`config.mk`:
```
export PLATFORM = sky130hd
export DESIGN_NAME = psm_ctrl
export DESIGN_NICKNAME = d
export VERILOG_FILES = /design/src/hdl/psm_pkg.sv /design/src/hdl/psm_clk_if.sv /design/src/hdl/psm_ctrl.sv /design/src/hdl/psm_clk_div.sv
export VERILOG_INCLUDE_DIRS = /design/src /design/src/hdl
export SDC_FILE = /design/constraint.sdc
export NUM_CORES = 1
export LEC_CHECK = 0
export BUFFER_PORTS_ARGS = -buffer_cell sky130_fd_sc_hd__buf_2
export CAP_MARGIN = 20
export CORE_MARGIN = 1
export CORE_UTILIZATION = 47
export DETAILED_ROUTE_END_ITERATION = 10
export PLACE_DENSITY = 0.78
export RECOVER_POWER = 100
export SLEW_MARGIN = 40
export SYNTH_ARGS = -nofsm -noshare
export SYNTH_HDL_FRONTEND = slang
export SYNTH_SLANG_ARGS = --single-unit
```
`constraint.sdc`:
```
create_clock -name sys_clk -period 2.95 [get_ports sys_clk]
set_input_delay 0.59 -clock sys_clk [delete_from_list [all_inputs] [get_ports sys_clk]]
set_output_delay 0.59 -clock sys_clk [all_outputs]
set_load 0.02 [all_outputs]
```
`src/hdl/psm_cfg.svh`:
```
// power saving mode control: constants for offsets, fields, resets, timing
// assumes inclusion by bare name from the design files that use its macros
`ifndef PSM_CFG_SVH
`define PSM_CFG_SVH
// register byte offsets
`define PSM_OFF_CLKCSR   12'h000
`define PSM_OFF_STATUS   12'h004
`define PSM_OFF_MASK     12'h008
`define PSM_OFF_STATE    12'h00c
// clock controller status register fields
`define PSM_CSR_SPS_LO   0
`define PSM_CSR_SPS_HI   1
`define PSM_CSR_SME      2
`define PSM_CSR_OIE      3
`define PSM_CSR_RST      4'h0
// event bits
`define PSM_EV_W         4
`define PSM_EV_WAIT      0
`define PSM_EV_HALT      1
`define PSM_EV_WAKE      2
`define PSM_EV_WDG       3
// condition code mask forced on entry: interrupts enabled
`define PSM_IMASK_ENTRY  2'h2
// stabilisation delays in cpu cycles
`define PSM_DLY_SHORT    13'h0100
`define PSM_DLY_LONG     13'h1000
`define PSM_DIV_W        4
`define PSM_ZERO32       32'h0000_0000
`endif

```
`src/hdl/psm_pkg.sv`:
```
// power saving mode control: shared types
// assumes psm_cfg.svh supplies the numeric constants
package psm_pkg;
  typedef enum logic [2:0] {
    PSM_RUN      = 3'h0,
    PSM_WAIT     = 3'h1,
    PSM_AHALT    = 3'h2,
    PSM_HALT     = 3'h3,
    PSM_STAB     = 3'h4
  } psm_state_t;
endpackage

```
`src/hdl/psm_clk_if.sv`:
```
// power saving mode control: divider request/answer bundle
// assumes one clock domain, sys_clk
`timescale 1ns/1ps
interface psm_clk_if;
  logic       slow_en;
  logic [1:0] prescale;
  logic       tick;
  modport ctl (output slow_en, output prescale, input tick);
  modport div (input slow_en, input prescale, output tick);
endinterface

```
`src/hdl/psm_ctrl.sv`:
```
// power saving mode control: top with apb registers and mode sequencer
// assumes cpu strobes are one-cycle pulses on sys_clk; irq inputs are synchronous
//
// The APB slave port and the placing of the registers were decided locally.
`timescale 1ns/1ps
`include "psm_cfg.svh"
module psm_ctrl (
  input  wire logic        sys_clk,
  input  wire logic        rst,
  input  wire logic        psel,
  input  wire logic        penable,
  input  wire logic        pwrite,
  input  wire logic [11:0] paddr,
  input  wire logic [31:0] pwdata,
  output logic      [31:0] prdata,
  output logic             pready,
  output logic             pslverr,
  input  wire logic        wait_for_irq_instruction,
  input  wire logic        halt_instruction,
  input  wire logic        irq_pending,
  input  wire logic        halt_wake_irq,
  input  wire logic        timebase_irq,
  input  wire logic        ext_reset_req,
  input  wire logic        watchdog_enabled,
  input  wire logic        watchdog_halt_option,
  input  wire logic        stab_long_option,
  output logic             cpu_clk_en,
  output logic             periph_clk_en,
  output logic             osc_enable,
  output logic             timebase_clk_en,
  output logic             imask_force,
  output logic [1:0]       imask_value,
  output logic             cpu_wake,
  output logic             watchdog_reset,
  output logic             irq
);
  logic [3:0]                csr_q;
  logic [`PSM_EV_W-1:0]      sts_q;
  logic [`PSM_EV_W-1:0]      msk_q;
  logic [12:0]               dly_q;
  logic [12:0]               dly_d;
  psm_pkg::psm_state_t       st_q;
  psm_pkg::psm_state_t       st_d;
  logic                      slow_wait_q;
  psm_clk_if                 cif ();

  // apb decode
  wire        acc      = psel && penable;
  // writes and read side effects land only at the edge that completes the transfer
  wire        xfer     = acc && pready;
  wire        wr       = xfer && pwrite;
  wire        rd       = xfer && !pwrite;
  wire        rd_req   = acc && !pwrite && !pready;
  wire        hit_csr  = (paddr == `PSM_OFF_CLKCSR);
  wire        hit_sts  = (paddr == `PSM_OFF_STATUS);
  wire        hit_msk  = (paddr == `PSM_OFF_MASK);
  wire        hit_st   = (paddr == `PSM_OFF_STATE);
  wire        hit_any  = hit_csr || hit_sts || hit_msk || hit_st;
  wire [31:0] rd_mux   = hit_csr ? {28'h0000000, csr_q} :
                         hit_sts ? {28'h0000000, sts_q} :
                         hit_msk ? {28'h0000000, msk_q} :
                         hit_st  ? {28'h0000000, slow_wait_q, st_q} : `PSM_ZERO32;

  wire slow_en = csr_q[`PSM_CSR_SME];
  wire osc_irq_enable     = csr_q[`PSM_CSR_OIE];
  assign cif.slow_en  = slow_en;
  assign cif.prescale = csr_q[`PSM_CSR_SPS_HI:`PSM_CSR_SPS_LO];

  psm_clk_div u_div (
    .sys_clk (sys_clk),
    .rst     (rst),
    .cif     (cif)
  );

  // a reset request also counts as a wake source from every low power mode
  wire in_run   = (st_q == psm_pkg::PSM_RUN);
  wire go_wait  = in_run && wait_for_irq_instruction;
  wire go_halt  = in_run && halt_instruction && !wait_for_irq_instruction;
  wire wake_w   = irq_pending || ext_reset_req;
  wire wake_ah  = timebase_irq || halt_wake_irq || irq_pending || ext_reset_req;
  wire wake_h   = halt_wake_irq || irq_pending || ext_reset_req;
  wire dly_done = (dly_q == 13'h0000) && cif.tick;
  wire [12:0] dly_len = stab_long_option ? `PSM_DLY_LONG : `PSM_DLY_SHORT;
  // plain halt with watchdog running and option forbidding it resets the device
  wire wdg_trip = go_halt && !osc_irq_enable && watchdog_enabled && !watchdog_halt_option;

  always_comb begin
    st_d  = st_q;
    dly_d = dly_q;
    case (st_q)
      psm_pkg::PSM_RUN: begin
        if (go_wait) begin
          st_d = psm_pkg::PSM_WAIT;
        end else if (go_halt) begin
          st_d = osc_irq_enable ? psm_pkg::PSM_AHALT : psm_pkg::PSM_HALT;
        end
      end
      psm_pkg::PSM_WAIT: begin
        if (wake_w) begin
          st_d = psm_pkg::PSM_RUN;
        end
      end
      psm_pkg::PSM_AHALT: begin
        if (ext_reset_req) begin
          st_d  = psm_pkg::PSM_STAB;
          dly_d = dly_len - 13'h0001;
        end else if (wake_ah) begin
          st_d = psm_pkg::PSM_RUN;
        end
      end
      psm_pkg::PSM_HALT: begin
        if (wake_h) begin
          st_d  = psm_pkg::PSM_STAB;
          dly_d = dly_len - 13'h0001;
        end
      end
      psm_pkg::PSM_STAB: begin
        if (dly_done) begin
          st_d = psm_pkg::PSM_RUN;
        end else if (cif.tick) begin
          dly_d = dly_q - 13'h0001;
        end
      end
      default: begin
        st_d = psm_pkg::PSM_RUN;
      end
    endcase
  end

  wire ev_wake = (st_q != psm_pkg::PSM_RUN) && (st_d == psm_pkg::PSM_RUN);
  wire [`PSM_EV_W-1:0] ev_set;
  assign ev_set[`PSM_EV_WAIT] = go_wait;
  assign ev_set[`PSM_EV_HALT] = go_halt;
  assign ev_set[`PSM_EV_WAKE] = ev_wake;
  assign ev_set[`PSM_EV_WDG]  = wdg_trip;
  wire [`PSM_EV_W-1:0] sts_clr = (rd && hit_sts) ? {`PSM_EV_W{1'b1}} : {`PSM_EV_W{1'b0}};

  // registers: csr, mask, status (read clears, set wins)
  always_ff @(posedge sys_clk) begin
    if (rst) begin
      csr_q <= `PSM_CSR_RST;
      msk_q <= 4'h0;
      sts_q <= 4'h0;
    end else begin
      if (wr && hit_csr) begin
        csr_q <= pwdata[3:0];
      end
      if (wr && hit_msk) begin
        msk_q <= pwdata[`PSM_EV_W-1:0];
      end
      sts_q <= (sts_q & ~sts_clr) | ev_set;
    end
  end

  always_ff @(posedge sys_clk) begin
    if (rst) begin
      st_q        <= psm_pkg::PSM_RUN;
      dly_q       <= 13'h0000;
      slow_wait_q <= 1'b0;
    end else begin
      st_q        <= st_d;
      dly_q       <= dly_d;
      // slow-wait: wait entered while already slow
      slow_wait_q <= (st_d == psm_pkg::PSM_WAIT) && (go_wait ? slow_en : slow_wait_q);
    end
  end

  // clock gates and cpu side outputs, all registered
  wire next_run  = (st_d == psm_pkg::PSM_RUN);
  wire next_wait = (st_d == psm_pkg::PSM_WAIT);
  wire next_ah   = (st_d == psm_pkg::PSM_AHALT);
  wire next_halt = (st_d == psm_pkg::PSM_HALT);
  wire div_tick  = cif.tick;

  always_ff @(posedge sys_clk) begin
    if (rst) begin
      cpu_clk_en      <= 1'b1;
      periph_clk_en   <= 1'b1;
      osc_enable      <= 1'b1;
      timebase_clk_en <= 1'b1;
      imask_force     <= 1'b0;
      imask_value     <= 2'h0;
      cpu_wake        <= 1'b0;
      watchdog_reset  <= 1'b0;
      irq             <= 1'b0;
      prdata          <= `PSM_ZERO32;
      pready          <= 1'b0;
      pslverr         <= 1'b0;
    end else begin
      // slow mode feeds both cpu and peripherals from divided clock
      cpu_clk_en      <= next_run && div_tick;
      periph_clk_en   <= (next_run || next_wait) && div_tick;
      osc_enable      <= !next_halt && (st_d != psm_pkg::PSM_STAB || st_q == psm_pkg::PSM_STAB
                         || !next_halt);
      // timebase runs from the oscillator, not from the divided cpu clock
      timebase_clk_en <= !next_halt;
      // mask forced to 10 while sleeping so pending interrupts wake wait and active halt at once, halt after stabilisation
      imask_force     <= next_wait || next_ah || next_halt;
      imask_value     <= `PSM_IMASK_ENTRY;
      // pulse tells core to push condition codes and vector; core handles the stack
      cpu_wake        <= ev_wake;
      watchdog_reset  <= wdg_trip;
      // mirrors the next status value so a set in the clearing cycle still raises irq
      irq             <= |(((sts_q & ~sts_clr) | ev_set) & msk_q);
      prdata          <= rd_req ? rd_mux : `PSM_ZERO32;
      pready          <= acc && !pready;
      pslverr         <= acc && !pready && !hit_any;
    end
  end
endmodule

```
`src/hdl/psm_clk_div.sv`:
```
// power saving mode control: cpu clock enable divider
// assumes sys_clk is the master clock; tick marks one cpu cycle
`timescale 1ns/1ps
`include "psm_cfg.svh"
module psm_clk_div (
  input  wire logic sys_clk,
  input  wire logic rst,
  psm_clk_if.div    cif
);
  logic [`PSM_DIV_W-1:0] cnt_q;
  logic [`PSM_DIV_W-1:0] cnt_d;
  logic [`PSM_DIV_W-1:0] lim;
  logic                  wrap;
  // codes 00..11 give 2,4,8,16
  assign lim   = `PSM_DIV_W'(({`PSM_DIV_W{1'b0}} | 4'h2) << cif.prescale) - 4'h1;
  assign wrap  = (cnt_q >= lim);
  assign cnt_d = (!cif.slow_en || wrap) ? 4'h0 : cnt_q + 4'h1;
  always_ff @(posedge sys_clk) begin
    if (rst) begin
      cnt_q    <= 4'h0;
      cif.tick <= 1'b1;
    end else begin
      cnt_q    <= cnt_d;
      cif.tick <= !cif.slow_en || wrap;
    end
  end
endmodule

```
==> impl_results.md, run 1 <==
- Clock insertion delay at the later pin of the skew report: about 300 ps
- Antenna violations before repair: 0
- CTS Hold Bufs: 0
- WHS: approximately 480 ps
- Switching power: 407 uW
- Num Clock Sinks: just under 50
- Post-DP HPWL: 4020 um
- Clk network pwr share: 0.289
- Largest family of logic cells by synthesized area: simple AND/OR/NAND/NOR gates
- Post-Synthesis Cell Area: 2570 um2
- DIE HEIGHT: 76.0 um
- Starting Density: 0.495
- Hold Path Depth: 1
- Synthesis-to-finish area growth: 6.66%
- Worst hold start: u_div.cnt_q[0]$_SDFF_PP0_
- CP required: between 3000 and 4000 ps
- Synthesized flop and latch total: 49
- Synth Area in Simple Gates: 0.258
- Vias/cell: 5.32
- Largest area contributor in the netlist: dfxtp_1
- Post-synthesis xor/xnor area fraction: 0.0136
- Worst rel slew slack: 0.295
- # diodes: 0
- CTS buffer count: 5
- Status: complete, no violations
- # nets final: between 300 and 400
- Yosys Warn Count: 0
- Met2 Use GR: 0.317
- GR Layer Usage met1: 0.232
- Setup-failing EPs final: 0
- Initial drt markers: 135
- Routed len/inst: 13.1 um
- Most used cell, CP: clkbuf_1
- Flop pwr share: 0.535
- First-pass GRT wire length: a little under 9000 um
- Synth async-reset ratio: 0
- Die W: roughly 76 um
- Vias in the first global route: approximately 2.0k
- CTS tree: done
- Final Hold Viols: 0
- Net Sw Frac: 0.303
- Top post-synthesis cells by count: 49 x dfxtp_1, 40 x nor2_1, 29 x buf_4
- Total die area: just under 6000 um2
- Gp weighted congestion: about 0.83
- Clock Tree Buf Depth: 2
- Kind of critical path: input port to register
- Clk pin slew, worst setup/hold paths: roughly 90 ps
- Ports: 102
- Vias: between 2k and 2.5k
- FMAX: between 400 and 500 MHz
- Rows: 26
- Ys flop type: dfxtp_1
- Crit path DAT: ~2500 ps
- First-pass iteration count of the detailed router: 4
- Pre-CTS WS: ~550 ps
- Setup Total Neg Slack: 0 ps
- H-tree depth: 2
- Worst Setup End Kind: register
- LEAKAGE: 1.10 nW
- Post-synthesis mux area share: 0.0428
- Crit-path max cell delay: 840 ps
- Worst-Margin Slew: roughly 1100 ps
- Internal Dissipation: 936 uW
- Skew final: 9.50 ps
- Most Crowded Layer GR: met2
- Post-Synth Adder-Cell Area: 0.0243
- GRT Overall Usage: 0.187
- Routed WL: 5310 um
- Largest net degree at the start of global routing: 24
- Critical-path top delay cell: clkbuf_1
- Worst Path Max Fanout: 23
- Core footprint: between 5000 and 6000 um2
- Max-cap violations: 0
- GR Util met3: 0.0383
- Startpoint Class: input port
- Netlist cell types: 59
- I/O Buffers: 44
- Comb power frac: 0.176
- Worst hold path class: register to register
- Post-CTS sizing: 0
- Post-Syn Instances: roughly 300
- Minimum clock period: roughly 2300 ps
- RSZ-0062 raised after global routing: false
- Worst Hold End: u_div.cnt_q[0]$_SDFF_PP0_
- Gr ovfl total: 0
- Synth Area per Inst: between 8 and 9 um2
- Clk root buf: clkbuf_8
- Worst reg2reg endpoint: irq$_SDFF_PP0_
- Worst R2R Setup Slack: roughly 740 ps
- Post-route ant nets: 0
- Fin worst setup slack: 663 ps
- Sequential area share after synthesis: 0.381
- Top cell type's share of synthesized area: 0.381
- Power Density: between 400 and 500 nW/um2
- EDFF count, synth: 0
- Postcts setup bufs: 0
- Worst path cell trace: clkbuf_1 > clkbuf_1 > a21oi_1 > a32oi_1 > o221ai_1
- DRC: 0
- Fin util: 0.528
- Layout cells sized above 1: 0.136
- Peak supply drop: between 0.2 and 0.3 mV
- Max-slew violations: 0
- Fillers: 528
- FF-to-FF path depth: 5
- Most frequent cell after synthesis: dfxtp_1
- R2r startpoint: dly_q[5]$_SDFFE_PP0P_
- Synth top area cells: dfxtp_1 38%, buf_4 8.5%, nor2_1 5.8%, mux2i_1 4.3%, nand2_1 3.9%
- Tcrit/Tclk final: 0.775
- Compound-Gate Fraction of Synth Area: 0.161
## power by group through the flow
stage	Sequential [mW]	Combinational (mW)	Clock (mW)
3_5_place_dp	0.733	0.244	0
3_3_place_gp	0.733	0.237	0
6_report	0.718	0.236	0.389
4_1_cts	0.718	0.244	0.398
5_1_grt	0.723	0.265	0.424
2_1_floorplan	0.731	0.215	0
## worst max-delay path by stage
stage / depth (start not counted) / end / slack, ps / start
3_3_place_gp: 6 / irq$_SDFF_PP0_ / 620 / paddr[9]
5_1_grt: 5 / irq$_SDFF_PP0_ / 450 / dly_q[5]$_SDFFE_PP0P_
2_1_floorplan: 10 / dly_q[8]$_SDFFE_PP0P_ / 780 / st_q[0]$_SDFF_PP0_
6_report: 5 / irq$_SDFF_PP0_ / 660 / rst
4_1_cts: 5 / dly_q[5]$_SDFFE_PP0P_ / 860 / st_q[1]$_SDFF_PP0_
3_5_place_dp: 6 / irq$_SDFF_PP0_ / 550 / paddr[9]
## cells by family after synthesis
family,Yosys count
AND/OR/NAND/NOR,120
adder cells (fa/ha/maj),5
buffers and inverters,48
multiplexers,11
AO/OA/AOI/OAI,59
flip-flops,49
XOR/XNOR,4
other,1
## critical path, delay by kind of cell
kind	cells	cell delay, ps
buffers and inverters	2	1250
AO/OA/AOI/OAI	3	600
## per-layer routing
metal,wire (um),vias to the layer above
li1,-,1074
met1,2340,1006
met2,2600,72
met3,258,12
met4,119,0
met5,0,-
## metrics by stage
step	power [mW]	instance area, um2	cells
2_1_floorplan	0.946	2680	325
3_3_place_gp	0.970	2720	399
3_5_place_dp	0.977	2720	399
4_1_cts	1.36	2810	407
5_1_grt	1.41	2750	407
6_report	1.34	2750	407
## registers in the layout, indices dropped and copies added (netlist names), 3 cells and up
register	flops
prdata	4
msk_q	4
csr_q	4
u_div.cnt_q	4
dly_q	13
st_q	3
sts_q	4
## layout make-up
type | instances | area [um2] | area share
sequential | 49 | 981 | 0.357
inverter | 6 | 22.5 | 0.00820
clock buffer | 5 | 68.8 | 0.0251
timing repair buffer | 46 | 210 | 0.0765
multi-input combinational | 228 | 1360 | 0.495
clock inverter | 3 | 17.5 | 0.00638
tap | 70 | 87.6 | 0.0319
## placed cells by master, fill, tap and decap left out, drive strengths merged, types with 4 or more instances in the layout
cell,synthesis,final
mux2i,11,11
nor3,7,7
ha,5,5
nand3,11,11
clkbuf,9,23
inv,6,6
o221ai,5,5
nand2b,4,4
nor3b,4,4
buf,33,28
conb,1,29
nand2,27,27
nor4,5,5
a21oi,18,18
o21ai,8,8
nor2,40,40
nand4,4,4
dfxtp,49,49
Note: power is estimated with default switching activity, not from simulation.
==> run 2: changes to the inputs <==
ABC_AREA = 1   (was default)
PLACE_DENSITY = 0.77   (was 0.78)
clock period = 2.4 ns   (was 2.95 ns; I/O delays follow)
==> impl_results.md, run 2 <==
- # nets final: 503 (+26%)
- Postcts setup bufs: 0 (unchanged)
- Worst reg2reg endpoint: dly_q[3]$_SDFFE_PP0P_
- Post-route ant nets: 0 (unchanged)
- Worst R2R Setup Slack: 390 ps (-350 ps)
- Net Sw Frac: 0.320 (+0.0168)
- DRC: 0 (unchanged)
- Starting Density: 0.495 (about the same)
- Clock insertion delay at the later pin of the skew report: 310 ps (about the same)
- Worst Hold End: pready$_SDFF_PP0_
- Most frequent cell after synthesis: nand2_1
- Total die area: 6210 um2 (+7.5%)
- Post-CTS sizing: 0 (unchanged)
- Synthesized flop and latch total: 49 (unchanged)
- Gr ovfl total: 0 (unchanged)
- Top post-synthesis cells by count: 70 x nand2_1, 51 x nor2_1, 49 x dfxtp_1
- # diodes: 0 (unchanged)
- Power Density: 573 nW/um2 (+17%)
- H-tree depth: 2 (unchanged)
- Routed len/inst: 11.1 um (-15%)
- CTS tree: done
- Internal Dissipation: 1.16 mW (+24%)
- Clock Tree Buf Depth: 2 (unchanged)
- EDFF count, synth: 0 (unchanged)
- Die W: 78.8 um (+3.7%)
- Num Clock Sinks: 49 (unchanged)
- Switching power: 547 uW (+35%)
- CTS Hold Bufs: 0 (unchanged)
- Hold Path Depth: 3 (+2)
- Pre-CTS WS: 452 ps (-102 ps)
- Clk root buf: clkbuf_8
- Worst-Margin Slew: 951 ps (-107 ps)
- Setup-failing EPs final: 0 (unchanged)
- Leading cell type in the layout, fill and taps excluded: nand2_1
- Kind of critical path: register to register
- Routed WL: 5720 um (+7.6%)
- FF-to-FF path depth: 7 (+2)
- Finished Layout Cells: 513 (+26%)
- Clk pin slew, worst setup/hold paths: 90 ps (about the same)
- Minimum clock period: ~2000 ps
- Status: complete, no violations
- I/O Buffers: 44 (unchanged)
- DIE HEIGHT: 78.8 um (+3.7%)
- R2r startpoint: st_q[2]$_SDFF_PP0_
- Worst hold start: penable
- Core footprint: 5610 um2 (+7.7%)
- Rows: 27 (+3.8%)
- FMAX: 496 MHz
- Worst Setup End Kind: register
- Antenna violations before repair: 0 (unchanged)
- Largest register FFs: 13 (unchanged)
- LEAKAGE: 1.41 nW (+28%)
- Worst hold path class: input port to register
- Vias/cell: 4.88 (-8.2%)
- Synthesis-to-finish area growth: 7.62%
- Peak supply drop: 0.239 mV (-20%)
- Yosys Warn Count: 0 (unchanged)
- Ports: 102 (unchanged)
- Largest net degree at the start of global routing: 23 (-4.2%)
- Fillers: 576 (+9.1%)
- Crit path DAT: 2180 ps (-280 ps)
- Post-Synthesis Cell Area: 2770 um2 (+7.7%)
- Comb power frac: 0.191 (+0.015)
- Worst rel slew slack: 0.360 (+0.0649)
- Vias in the first global route: 2,282 (+17%)
- Max-cap violations: 0 (unchanged)
- Skew final: 13.3 ps (+3.80 ps)
- Setup Total Neg Slack: 0 ps (unchanged)
- Top cell type's share of synthesized area: 0.354 (-0.0273)
- Most frequent cells in the layout: 71 x nand2_1, 52 x nor2_1, 49 x dfxtp_1, 46 x inv_1, 33 x nand3_1
- Netlist cell types: 35 (-41%)
- Synth async-reset ratio: 0 (unchanged)
- Clk network pwr share: 0.286 (-0.003)
- Post-DP HPWL: 4450 um (+11%)
- Placed cells: 505 (+27%)
- Vias: 2,504 (+16%)
- Largest area contributor in the netlist: dfxtp_1
- Flop pwr share: 0.523 (-0.012)
- Fin worst setup slack: 385 ps (-277 ps)
- Synth top area cells: dfxtp_1 35%, nand2_1 9.5%, buf_4 8.1%, nor2_1 6.9%, inv_1 6.1%
- Ys flop type: dfxtp_1
- Tcrit/Tclk final: 0.839
- Reg with most FFs: dly_q
- Sequential area share after synthesis: 0.354 (-0.0273)
- Startpoint Class: register
- Worst Path Max Fanout: 8 (-65%)
- Synth Area per Inst: 7.02 um2 (-19%)
- Final Hold Viols: 0 (unchanged)
- Gp weighted congestion: 0.863 (+4.3%)
- CP required: 2570 ps (-550 ps)
- CP startpoint: st_q[2]$_SDFF_PP0_
- CTS buffer count: 5 (unchanged)
- GRT Overall Usage: 0.197 (+0.00926)
- RSZ-0062 raised after global routing: false
- Layout cells sized above 1: 0.145 (+0.00863)
- Initial drt markers: 135 (unchanged)
- First-pass iteration count of the detailed router: 4 (unchanged)
- First-pass GRT wire length: 9770 um (+10%)
- Max-slew violations: 0 (unchanged)
- Post-Syn Instances: 395 (+33%)
## run 2: cell count changes after synthesis, sizes merged, moves of 4 or more
cell	change
nand2	+52
inv	+42
nand3	+27
nor2	+21
o21ai	+18
a21oi	+15
mux2i	-11
clkbuf	-5
o221ai	-5
nand2b	-4
nor3b	-4
nor4	-4
## run 2: worst max path at each step
| stage | endpoint | slack, ps |
|---|---|---|
| 3_3_place_gp | dly_q[10]$_SDFFE_PP0P_ | 490 |
| 2_1_floorplan | dly_q[10]$_SDFFE_PP0P_ | 730 |
| 6_report | dly_q[3]$_SDFFE_PP0P_ | 390 |
| 4_1_cts | dly_q[10]$_SDFFE_PP0P_ | 430 |
| 3_5_place_dp | dly_q[10]$_SDFFE_PP0P_ | 450 |
| 5_1_grt | dly_q[3]$_SDFFE_PP0P_ | 160 |
## run 2: worst max-delay path, stage by stage (launching register included)
cell	delay, ps
dfxtp_1	620
inv_1	140
nand2_1	130
nor3_1	80
nor2_2	150
o21ai_0	350
o21ai_0	330
a21oi_2	70
## run 2: through the flow
stage / hold slack [ps] / power, mW / cell area [um2] / utilization
global route: 424 / 1.81 / 2990 / 0.532
finish: 428 / 1.71 / 2990 / 0.532
CTS: 424 / 1.74 / 3030 / 0.540
detailed placement: 449 / 1.25 / 2940 / 0.524
floorplan: 430 / 1.21 / 2880 / -
global placement: 443 / 1.24 / 2940 / 0.524
## run 2: cells by family (layout without fill, tap and decap cells)
family	count (synthesis)	count (layout)	share of synthesized area
adders and majority gates	5	5	0.0226
buffers and inverters	84	102	0.161
AOI/OAI and AO/OA	63	63	0.125
DFF	49	49	0.354
and+or+nand+nor	188	188	0.321
xor gates and xnor gates	5	5	0.0158
other	1	29	0.00135
## run 2: final cells by class
cell class	instances	area, um2	area share
multi-input cells	290	1430	0.480
flip-flops and latches	49	981	0.329
repair buffers	45	204	0.0683
inverters	49	186	0.0624
well taps	72	90.1	0.0302
clock buffers	5	68.8	0.0231
clock inverters	3	21.3	0.00712
## run 2: power groups by stage
stage / clock network, mW / logic (mW) / registers [mW]
after floorplan: 0 / 0.294 / 0.917
after global placement: 0 / 0.327 / 0.912
after detailed placement: 0 / 0.336 / 0.914
after CTS: 0.508 / 0.338 / 0.895
after global routing: 0.540 / 0.369 / 0.902
final: 0.489 / 0.328 / 0.895
## run 2: layer usage
| layer | vias up | global-route usage | wire (um) |
|---|---|---|---|
| met5 | - | 0 | 0 |
| met4 | 0 | 0.0673 | 129 |
| met1 | 1126 | 0.232 | 2450 |
| met3 | 14 | 0.0402 | 332 |
| met2 | 63 | 0.352 | 2810 |
| li1 | 1301 | - | - |
